--- src/logic/eipm_params.svh ---
// constants for the external-input positioning block
`ifndef EIPM_PARAMS_SVH
`define EIPM_PARAMS_SVH

// register byte offsets
`define EIPM_OFF_MODE       12'h000
`define EIPM_OFF_CMD        12'h004
`define EIPM_OFF_SETVAL     12'h008
`define EIPM_OFF_POS_ONE    12'h00c
`define EIPM_OFF_POS_TWO    12'h010
`define EIPM_OFF_TARGET     12'h014
`define EIPM_OFF_STATUS     12'h018
`define EIPM_OFF_CONFIG     12'h01c

// mode field values
`define EIPM_MODE_SHUTTLE   2'h0
`define EIPM_MODE_TWO_POINT 2'h1
`define EIPM_MODE_REMOTE    2'h2
`define EIPM_MODE_OFF       2'h3

// command register bits
`define EIPM_CMD_STOP_BIT   0
`define EIPM_CMD_START_BIT  1
`define EIPM_CMD_END_BIT    2
`define EIPM_CMD_CTRL14_BIT 14

// status bits
`define EIPM_ST_BUSY_BIT     0
`define EIPM_ST_SHUTTLE_BIT  1
`define EIPM_ST_LOCK_BIT     2
`define EIPM_ST_TWO_PT_BIT   3
`define EIPM_ST_REMOTE_BIT   4
`define EIPM_ST_JOG_BIT      5

// config: external-input setting, 0 = key
`define EIPM_CFG_KEY        2'h0

// debounce times
`define EIPM_CLK_HZ         10000000
`define EIPM_TWO_PT_DB_MS   390
`define EIPM_REMOTE_DB_MS   16
// scale the clock to per-millisecond first so the product fits an int
`define EIPM_TWO_PT_DB_CYC  (`EIPM_TWO_PT_DB_MS * (`EIPM_CLK_HZ / 1000))
`define EIPM_REMOTE_DB_CYC  (`EIPM_REMOTE_DB_MS * (`EIPM_CLK_HZ / 1000))

`endif

--- src/logic/eipm_pkg.sv ---
// types for the external-input positioning block
package eipm_pkg;
  typedef enum logic [1:0] {
    eipm_idle_s,
    eipm_move_s,
    eipm_shuttle_s
  } eipm_state_t;
endpackage

--- src/logic/eipm_top.sv ---
// external-input positioning mode controller with apb registers
//
// Contract
// RULE1 - mode field: 0 shuttle, 1 two-point, 2 remote target, 3 off
// RULE2 - after reset shuttle mode is selected, shuttling not running
// RULE3 - one mode at a time; mode may change at any moment
// RULE4 - shuttle mode: both inputs shuttle, one input jogs, none idles
// RULE5 - inputs beat bus; bus start/stop only with both inputs low
// RULE6 - writing 1 to the shuttle start entry starts shuttling
// RULE7 - shuttle ends by bus end entry 0 or both inputs inactive
// RULE8 - shuttle alternates reversal points, creep before each, no loop
// RULE9 - shuttle end goes to set value; set value writable meanwhile
// RULE10 - two-point: a targets first, b second; both or none idle
// RULE11 - two-point activation loads set value, starts, finishes, holds
// RULE12 - two-point: single input held blocks set-value and drive writes
// RULE13 - status bit 3 follows input a or b in two-point mode; the code sets it only while exactly one of the two inputs is high
// RULE14 - two-point debounce of both inputs lies within 390..394 ms
// RULE15 - remote mode: input a starts move to target, b ignored
// RULE16 - target volatile, reset 0 and locked; a target write unlocks
// RULE17 - remote move lasts only while a active; drop stops and locks
// RULE18 - reaching the remote target locks it again
// RULE19 - remote a held blocks writes except motor stop; mode, config, pos_one and pos_two writes still pass
// RULE20 - status bit 4 follows input a in remote mode
// RULE21 - remote debounce of input a lies within 16..20 ms
// RULE22 - off mode ignores inputs, otherwise standard behaviour
// RULE23 - remote target may be overwritten at any time; target writes are ignored while a_held
// RULE24 - jog from inputs only when input setting is key
// RULE25 - motor stop entry or control bit 14 stops any positioning
// RULE26 - inputs synchronised, activation is rising edge of debounced level
//
// Local design decisions: the APB register port and the placing of the registers.
`timescale 1ns/1ps
`include "eipm_params.svh"

module eipm_top #(
  parameter int POS_W      = 16,
  parameter int TWO_PT_DB  = `EIPM_TWO_PT_DB_CYC,
  parameter int REMOTE_DB  = `EIPM_REMOTE_DB_CYC
) (
  input  wire logic              clock,
  input  wire logic              sys_rst,
  input  wire logic              psel,
  input  wire logic              penable,
  input  wire logic              pwrite,
  input  wire logic [11:0]       paddr,
  input  wire logic [31:0]       pwdata,
  output logic      [31:0]       prdata,
  output logic                   pready,
  output logic                   pslverr,
  input  wire logic              in_a,
  input  wire logic              in_b,
  input  wire logic              engine_done,
  output logic                   engine_start,
  output logic                   engine_stop,
  output logic                   engine_creep,
  output logic [POS_W-1:0]       engine_target,
  output logic                   jog_a,
  output logic                   jog_b
);

  // ----------------------------------------------------------------
  // synchronisers and debounce
  // ----------------------------------------------------------------
  logic [2:0] sync_a;
  logic [2:0] sync_b;
  logic       deb_a;
  logic       deb_b;
  logic [22:0] cnt_a;
  logic [22:0] cnt_b;
  logic [1:0]  mode;
  logic [22:0] db_len;

  always_ff @(posedge clock) begin
    if (sys_rst) begin
      sync_a <= 3'h0;
      sync_b <= 3'h0;
    end else begin
      sync_a <= {sync_a[1:0], in_a}; // RULE26
      sync_b <= {sync_b[1:0], in_b}; // RULE26
    end
  end

  // remote mode needs a quick response; two-point filters switch chatter
  assign db_len = (mode == `EIPM_MODE_REMOTE) ? 23'(REMOTE_DB) // RULE21
                                              : 23'(TWO_PT_DB); // RULE14

  // a level is accepted once stages two and three agree for db_len cycles
  always_ff @(posedge clock) begin
    if (sys_rst) begin
      cnt_a <= 23'h0;
      deb_a <= 1'b0;
    end else if ((sync_a[2] != sync_a[1]) || (sync_a[2] == deb_a)) begin
      cnt_a <= 23'h0;
    end else if (cnt_a >= db_len - 23'h1) begin
      cnt_a <= 23'h0;
      deb_a <= sync_a[2];
    end else begin
      cnt_a <= cnt_a + 23'h1;
    end
  end

  always_ff @(posedge clock) begin
    if (sys_rst) begin
      cnt_b <= 23'h0;
      deb_b <= 1'b0;
    end else if ((sync_b[2] != sync_b[1]) || (sync_b[2] == deb_b)) begin
      cnt_b <= 23'h0;
    end else if (cnt_b >= db_len - 23'h1) begin
      cnt_b <= 23'h0;
      deb_b <= sync_b[2];
    end else begin
      cnt_b <= cnt_b + 23'h1;
    end
  end

  logic deb_a_q;
  logic deb_b_q;
  logic rise_a;
  logic rise_b;
  always_ff @(posedge clock) begin
    if (sys_rst) begin
      deb_a_q <= 1'b0;
      deb_b_q <= 1'b0;
    end else begin
      deb_a_q <= deb_a;
      deb_b_q <= deb_b;
    end
  end
  assign rise_a = deb_a & ~deb_a_q; // RULE26
  assign rise_b = deb_b & ~deb_b_q; // RULE26

  // ----------------------------------------------------------------
  // apb decode
  // ----------------------------------------------------------------
  logic [POS_W-1:0] set_value;
  logic [POS_W-1:0] pos_one;
  logic [POS_W-1:0] pos_two;
  logic [POS_W-1:0] target;
  logic [1:0]       input_cfg;
  logic             lock;
  logic             wr;
  logic             in_off;
  logic             one_held;
  logic             a_held;
  logic             bus_block;
  logic             both_low;
  logic             stop_req;
  logic             start_req;
  logic             end_req;

  assign wr = psel & penable & pwrite & pready;
  assign in_off   = (mode == `EIPM_MODE_OFF); // RULE22
  assign one_held = (mode == `EIPM_MODE_TWO_POINT) && (deb_a ^ deb_b);
  assign a_held   = (mode == `EIPM_MODE_REMOTE) && deb_a;
  assign bus_block = one_held | a_held; // RULE12 RULE19
  // off mode ignores the pins, so they count as inactive there
  assign both_low = in_off | (~deb_a & ~deb_b); // RULE5

  assign stop_req = wr && (paddr == `EIPM_OFF_CMD) &&
                    (pwdata[`EIPM_CMD_STOP_BIT] ||
                     pwdata[`EIPM_CMD_CTRL14_BIT]); // RULE25 RULE19
  assign start_req = wr && (paddr == `EIPM_OFF_CMD) && !bus_block &&
                     ((mode == `EIPM_MODE_SHUTTLE) || in_off) &&
                     pwdata[`EIPM_CMD_START_BIT] && both_low; // RULE6 RULE5
  // end entry written as 0 while the command word is written
  assign end_req = wr && (paddr == `EIPM_OFF_CMD) && !bus_block &&
                   !pwdata[`EIPM_CMD_END_BIT] &&
                   !pwdata[`EIPM_CMD_START_BIT] && both_low; // RULE7 RULE5

  always_ff @(posedge clock) begin
    if (sys_rst) begin
      pready  <= 1'b0;
      pslverr <= 1'b0;
    end else begin
      pready  <= psel & ~penable;
      pslverr <= psel & ~penable & (paddr > `EIPM_OFF_CONFIG);
    end
  end

  always_ff @(posedge clock) begin
    if (sys_rst) begin
      mode      <= `EIPM_MODE_SHUTTLE; // RULE2
      input_cfg <= `EIPM_CFG_KEY;
      pos_one   <= '0;
      pos_two   <= '0;
    end else if (wr) begin
      case (paddr)
        `EIPM_OFF_MODE:    mode      <= pwdata[1:0]; // RULE1 RULE3
        `EIPM_OFF_CONFIG:  input_cfg <= pwdata[1:0];
        `EIPM_OFF_POS_ONE: pos_one   <= pwdata[POS_W-1:0];
        `EIPM_OFF_POS_TWO: pos_two   <= pwdata[POS_W-1:0];
        default: ;
      endcase
    end
  end

  // ----------------------------------------------------------------
  // positioning control
  // ----------------------------------------------------------------
  eipm_pkg::eipm_state_t state;
  logic remote_move;
  logic toward_two;
  logic tp_start;
  logic rm_start;
  logic shuttle_on;
  logic shuttle_src_pins;

  assign tp_start = (mode == `EIPM_MODE_TWO_POINT) &&
                    ((rise_a & ~deb_b) | (rise_b & ~deb_a)); // RULE10
  assign rm_start = (mode == `EIPM_MODE_REMOTE) && rise_a && !lock; // RULE15 RULE16
  assign shuttle_on = (mode == `EIPM_MODE_SHUTTLE) && deb_a && deb_b; // RULE4

  always_ff @(posedge clock) begin
    if (sys_rst) begin
      set_value <= '0;
    end else if (tp_start) begin
      set_value <= (deb_a ? pos_one : pos_two); // RULE11
    end else if (rm_start) begin
      set_value <= target;
    end else if (wr && paddr == `EIPM_OFF_SETVAL && !bus_block) begin
      set_value <= pwdata[POS_W-1:0]; // RULE9 RULE12
    end
  end

  // the target lives only in volatile state: reset clears and locks it
  always_ff @(posedge clock) begin
    if (sys_rst) begin
      target <= '0; // RULE16
      lock   <= 1'b1; // RULE16
    end else begin
      if (wr && paddr == `EIPM_OFF_TARGET && !a_held) begin
        target <= pwdata[POS_W-1:0]; // RULE23 RULE19
        lock   <= 1'b0; // RULE16
      end
      // a cancel in the same cycle as a target write wins
      if (state == eipm_pkg::eipm_move_s && remote_move &&
          (engine_done || !deb_a || stop_req)) begin
        lock <= 1'b1; // RULE17 RULE18
      end
    end
  end

  always_ff @(posedge clock) begin
    if (sys_rst) begin
      state         <= eipm_pkg::eipm_idle_s;
      remote_move   <= 1'b0;
      toward_two    <= 1'b0;
      engine_start  <= 1'b0;
      engine_stop   <= 1'b0;
      engine_creep  <= 1'b0;
      engine_target <= '0;
    end else begin
      engine_start <= 1'b0;
      engine_stop  <= 1'b0;
      case (state)
        eipm_pkg::eipm_idle_s: begin
          if (stop_req) begin
            engine_stop <= 1'b1;
          end else if (shuttle_on || start_req) begin
            state         <= eipm_pkg::eipm_shuttle_s;
            toward_two    <= 1'b0;
            engine_target <= pos_one; // RULE8
            engine_creep  <= 1'b1; // RULE8
            engine_start  <= 1'b1;
          end else if (tp_start || rm_start) begin
            state         <= eipm_pkg::eipm_move_s;
            remote_move   <= rm_start;
            engine_target <= tp_start ? (deb_a ? pos_one : pos_two)
                                      : target; // RULE11
            engine_creep  <= 1'b0;
            engine_start  <= 1'b1;
          end
        end
        eipm_pkg::eipm_move_s: begin
          // two-point moves run on after the input drops
          if (stop_req || (remote_move && !deb_a)) begin
            state       <= eipm_pkg::eipm_idle_s; // RULE17 RULE25
            engine_stop <= 1'b1;
            remote_move <= 1'b0;
          end else if (engine_done) begin
            state       <= eipm_pkg::eipm_idle_s; // RULE11 RULE18
            remote_move <= 1'b0;
          end
        end
        eipm_pkg::eipm_shuttle_s: begin
          if (stop_req || (mode != `EIPM_MODE_SHUTTLE && !in_off)) begin
            state        <= eipm_pkg::eipm_idle_s; // RULE25 RULE3
            engine_stop  <= 1'b1;
            engine_creep <= 1'b0;
          end else if (end_req || (both_low && !start_req &&
                       !(deb_a | deb_b) && shuttle_src_pins)) begin
            state         <= eipm_pkg::eipm_move_s; // RULE7 RULE9
            engine_target <= set_value; // RULE9
            engine_creep  <= 1'b0;
            engine_start  <= 1'b1;
          end else if (engine_done) begin
            toward_two    <= ~toward_two; // RULE8
            engine_target <= toward_two ? pos_one : pos_two;
            engine_start  <= 1'b1;
          end
        end
        default: state <= eipm_pkg::eipm_idle_s;
      endcase
    end
  end

  // remember whether the pins started the shuttle, so release ends it
  always_ff @(posedge clock) begin
    if (sys_rst) begin
      shuttle_src_pins <= 1'b0;
    end else if (state == eipm_pkg::eipm_idle_s) begin
      shuttle_src_pins <= shuttle_on;
    end
  end

  // ----------------------------------------------------------------
  // jog, status and read back
  // ----------------------------------------------------------------
  logic jog_ok;
  assign jog_ok = (mode == `EIPM_MODE_SHUTTLE) &&
                  (input_cfg == `EIPM_CFG_KEY) && (deb_a ^ deb_b); // RULE24 RULE4

  always_ff @(posedge clock) begin
    if (sys_rst) begin
      jog_a <= 1'b0;
      jog_b <= 1'b0;
    end else begin
      jog_a <= jog_ok & rise_a;
      jog_b <= jog_ok & rise_b;
    end
  end

  logic [31:0] status;
  always_comb begin
    status = 32'h0;
    status[`EIPM_ST_BUSY_BIT]    = (state != eipm_pkg::eipm_idle_s);
    status[`EIPM_ST_SHUTTLE_BIT] = (state == eipm_pkg::eipm_shuttle_s);
    status[`EIPM_ST_LOCK_BIT]    = lock;
    status[`EIPM_ST_TWO_PT_BIT]  = one_held; // RULE13
    status[`EIPM_ST_REMOTE_BIT]  = a_held; // RULE20
    status[`EIPM_ST_JOG_BIT]     = jog_ok;
  end

  always_ff @(posedge clock) begin
    if (sys_rst) begin
      prdata <= 32'h0;
    end else if (psel & ~penable & ~pwrite) begin
      case (paddr)
        `EIPM_OFF_MODE:    prdata <= {30'h0, mode};
        `EIPM_OFF_SETVAL:  prdata <= 32'(set_value);
        `EIPM_OFF_POS_ONE: prdata <= 32'(pos_one);
        `EIPM_OFF_POS_TWO: prdata <= 32'(pos_two);
        `EIPM_OFF_TARGET:  prdata <= 32'(target);
        `EIPM_OFF_STATUS:  prdata <= status; // RULE13 RULE5
        `EIPM_OFF_CONFIG:  prdata <= {30'h0, input_cfg};
        default:           prdata <= 32'h0;
      endcase
    end
  end

endmodule // eipm_top

--- config.mk ---
export PLATFORM = sky130hd
export DESIGN_NAME = eipm_top
export DESIGN_NICKNAME = d
export VERILOG_FILES = /design/src/logic/eipm_pkg.sv /design/src/logic/eipm_top.sv
export VERILOG_INCLUDE_DIRS = /design/src /design/src/logic
export SDC_FILE = /design/constraint.sdc
export NUM_CORES = 1
export LEC_CHECK = 0
export ABC_AREA = 1
export BUFFER_PORTS_ARGS = -buffer_cell sky130_fd_sc_hd__buf_4
export CAP_MARGIN = 40
export CORE_MARGIN = 4
export CORE_UTILIZATION = 25
export DETAILED_ROUTE_END_ITERATION = 8
export HOLD_SLACK_MARGIN = 0.15
export SETUP_SLACK_MARGIN = 0.5
export SYNTH_ARGS = -nofsm -noshare
export SYNTH_HDL_FRONTEND = slang
export SYNTH_SLANG_ARGS = --single-unit
export TNS_END_PERCENT = 10
--- constraint.sdc ---
create_clock -name clock -period 7.6 [get_ports clock]
set_clock_uncertainty 0.2 [all_clocks]
set_input_delay 1.14 -clock clock [delete_from_list [all_inputs] [get_ports clock]]
set_output_delay 1.14 -clock clock [all_outputs]
set_load 0.03 [all_outputs]
==> impl_metrics.yaml <==
final_layout:
  n_fill_cell: 4117
  syn_to_final_growth_pct: 16.5
  design_area_sq_um: 11300
  multi_input_area_sq_um: 5180
  layout-drive-gt1-share: 0.103
  fin_nets: 1590
  ff_latch_area_sq_um: 3380
  fin_util: 0.298
critical_path:
  critPathTopFamily: "simple AND/OR/NAND/NOR gates"
  cpMostUsedCell: "nand2_1"
  critPathKind: "reg -> reg"
  cpPeakStageDelay_ps: 890
  worstPathCellList: "inv_1 -> ha_1 -> nand2_1 -> nand2_1 -> inv_1 -> nand4_2 -> nand2_4 -> nand2_1 -> nand3_1 -> nand2_1 -> nor2_1 -> nor2_1"
  path_max_fanout: 40
  start_kind: "flop"
  crit_required_ps: 7730
  endpoint_kind: "flop"
  crit_slowest_cell: "dfxtp_2"
  cp.arrival_ps: 4070
  crit_buf_inv: 2
power:
  peakVddDrop_uv: 157
  p_switching_uw: 519
  p_int_mw: 1.55
  pwr-share-comb: 0.089
  power_frac_clock: 0.473
  swShare: 0.251
  power.density_nw_per_um2: 183
  power_frac_seq: 0.438
  leakage_nw: 4.49
clock_tree:
  clk_latency_ps: 440
  cts_tree: "built"
  cts.clk_slew.worst_paths_ps: 70
  htreeDepth: 4
  cts-root-buf: "clkbuf_16"
  post_cts_resized: 0
  cts_sinks: 169
  clk_path_buf_depth: 2
  cts_setup_buffers: 0
  cts-hold-fix-buffers: 0
  numCtsBuffers: 17
routing:
  drc: 0
  final_antenna_net_count: 0
  dr.pass1.iters: 9
  avgViaCountPerCell: 4.63
  routedWlPerCell_um: 14.6
  drt_iter0_drc: 811
  vias: 9411
  routed_wirelength_um: 29800
yosys:
  synth_top_area_frac: 0.349
  synth_top_area_cell: "dfxtp_1"
  synth_cell_types: 46
  ys_async_sr_fraction: 0
  syn-instance-count: 1471
  ys_ff_latch: 169
  avgSynthCellArea_sq_um: 6.59
  synth_area_sq_um: 9700
  synth_edf_count: 0
  yosys.cell_count.top_type: "nand2_1"
  synth_commonest_cells: "nand2_1, inv_1, nor2_1"
  synth.yosys.seq_area_share: 0.349
  synthTopCellsByArea: "dfxtp_1, nand2_1, inv_1"
  ys.flop_type: "dfxtp_1"
  synth-warning-count: 0
grt:
  grt_pass1_wl_um: 47300
  grt_usage: 0.142
  overflow: 0
  grt_pass1_vias: 8890
  grt_max_degree: 52
  antenna_found_initial: 1
status:
  status: "complete, no violations"
timing:
  slew_violations: 0
  setup_ws_ps: 3660
  hold_violations: 0
  rsz0062_at_grt: "no"
  slew_headroom: 0.369
  fin_crit_sh: 0.519
  setup_tns_ps: 0
  final.min_clock_period_ps: 3940
  tightest_slew_ps: 943
  fmax_mhz: 254
  finalSetupViolations: 0
  holdWs_ps: 233
placement:
  dp_hpwl_um: 20300
  portBuffers: 74
  gp_congestion: 0.869
  placedInstanceArea_sq_um: 10600
  pre_cts_ws_ps: 3630
floorplanning:
  fp-row-count: 71
  start_util: 0.256
  die-area_sq_um: 42000
  core_sq_um: 37900
  fp.dieW_um: 205
  io_pins: 107
  die_h_um: 205
job:
  drv_cap: 0
min_path:
  worstHoldPathType: "reg -> reg"
logic make-up after synthesis:
group                      count (synthesis)  synth area share
DFF                                      169             0.349
AOI/OAI and AO/OA                        286             0.162
adders and majority gates                 29            0.0374
and+or+nand+nor                          677             0.307
other                                      1          0.000387
xor gates and xnor gates                  23            0.0208
buffers and inverters                    286             0.124
worst register-to-register path: stages, from the launching register on:
cell     delay (ps)
dfxtp_2         890
inv_1           280
ha_1            380
nand2_1         120
nand2_1         120
inv_1           170
nand4_2         650
nand2_4         560
nand2_1         100
nand3_1          80
nand2_1         120
nor2_1          110
nor2_1           50
through the flow:
stage | std cells | power [mW]
2_1_floorplan | 1486 | 1.06
3_3_place_gp | 1998 | 1.11
3_5_place_dp | 2001 | 1.11
4_1_cts | 2033 | 2.10
5_1_grt | 2033 | 2.15
6_report | 2034 | 2.07
placed cells by master (no fill, tap or decap), types with 6 or more instances in the layout:
master and n:
o22ai_1 18, nand2_1 300, a211oi_1 18, inv_6 6, inv_1 197, buf_4 83
nand3_1 122, conb_1 16, o21ai_0 142, xor2_1 15, dfxtp_1 168, a21oi_1 78
nand4_1 26, inv_2 6, nor2_1 171, xnor2_1 8, clkbuf_16 17, nor2_2 7
a31oi_1 18, nor3_1 22, ha_1 29
final cells by class:
class | instances | share of cell area
multi-input combinational | 1031 | 0.458
sequential | 169 | 0.299
inverter | 204 | 0.0678
timing repair buffer | 86 | 0.0591
tap | 511 | 0.0566
clock buffer | 17 | 0.0376
clock inverter | 15 | 0.0207
antenna | 1 | 0.000221
sequential cells by signal (all words and copies together) (netlist names), 2 cells and up:
register,count
engine_target,16
sync_b,3
prdata,16
pos_two,16
pos_one,16
cnt_a,23
input_cfg,2
sync_a,3
cnt_b,23
mode,2
set_value,16
state,2
target,16
power by group through the flow:
| stage | sequential [mW] | combinational (mW) | clock, mW |
|---|---|---|---|
| 2_1_floorplan | 0.948 | 0.111 | 0 |
| 3_3_place_gp | 0.928 | 0.184 | 0 |
| 3_5_place_dp | 0.928 | 0.186 | 0 |
| 4_1_cts | 0.908 | 0.186 | 1.00 |
| 5_1_grt | 0.909 | 0.207 | 1.04 |
| 6_report | 0.907 | 0.184 | 0.978 |
final timing paths:
check / slack, ps / startpoint / cells past startpoint / end
setup / recovery: 3660 / deb_a$_SDFFE_PP0P_ / 12 / engine_target[12]$_SDFFE_PP0P_
hold / removal: 230 / sync_b[0]$_SDFF_PP0_ / 2 / sync_b[1]$_SDFF_PP0_
setup reg to reg: 3660 / deb_a$_SDFFE_PP0P_ / 12 / engine_target[12]$_SDFFE_PP0P_
hold reg to reg: 230 / sync_b[0]$_SDFF_PP0_ / 2 / sync_b[1]$_SDFF_PP0_
routing by layer:
metal	vias up	global-route usage	share of wire	routed length (um)
met5	-	0	0	0
met4	0	0.0639	0.029	871
met3	65	0.0320	0.069	2060
met2	311	0.227	0.45	13400
met1	4205	0.183	0.45	13500
li1	4830	-	-	-
Note: power is estimated with default switching activity, not from simulation.
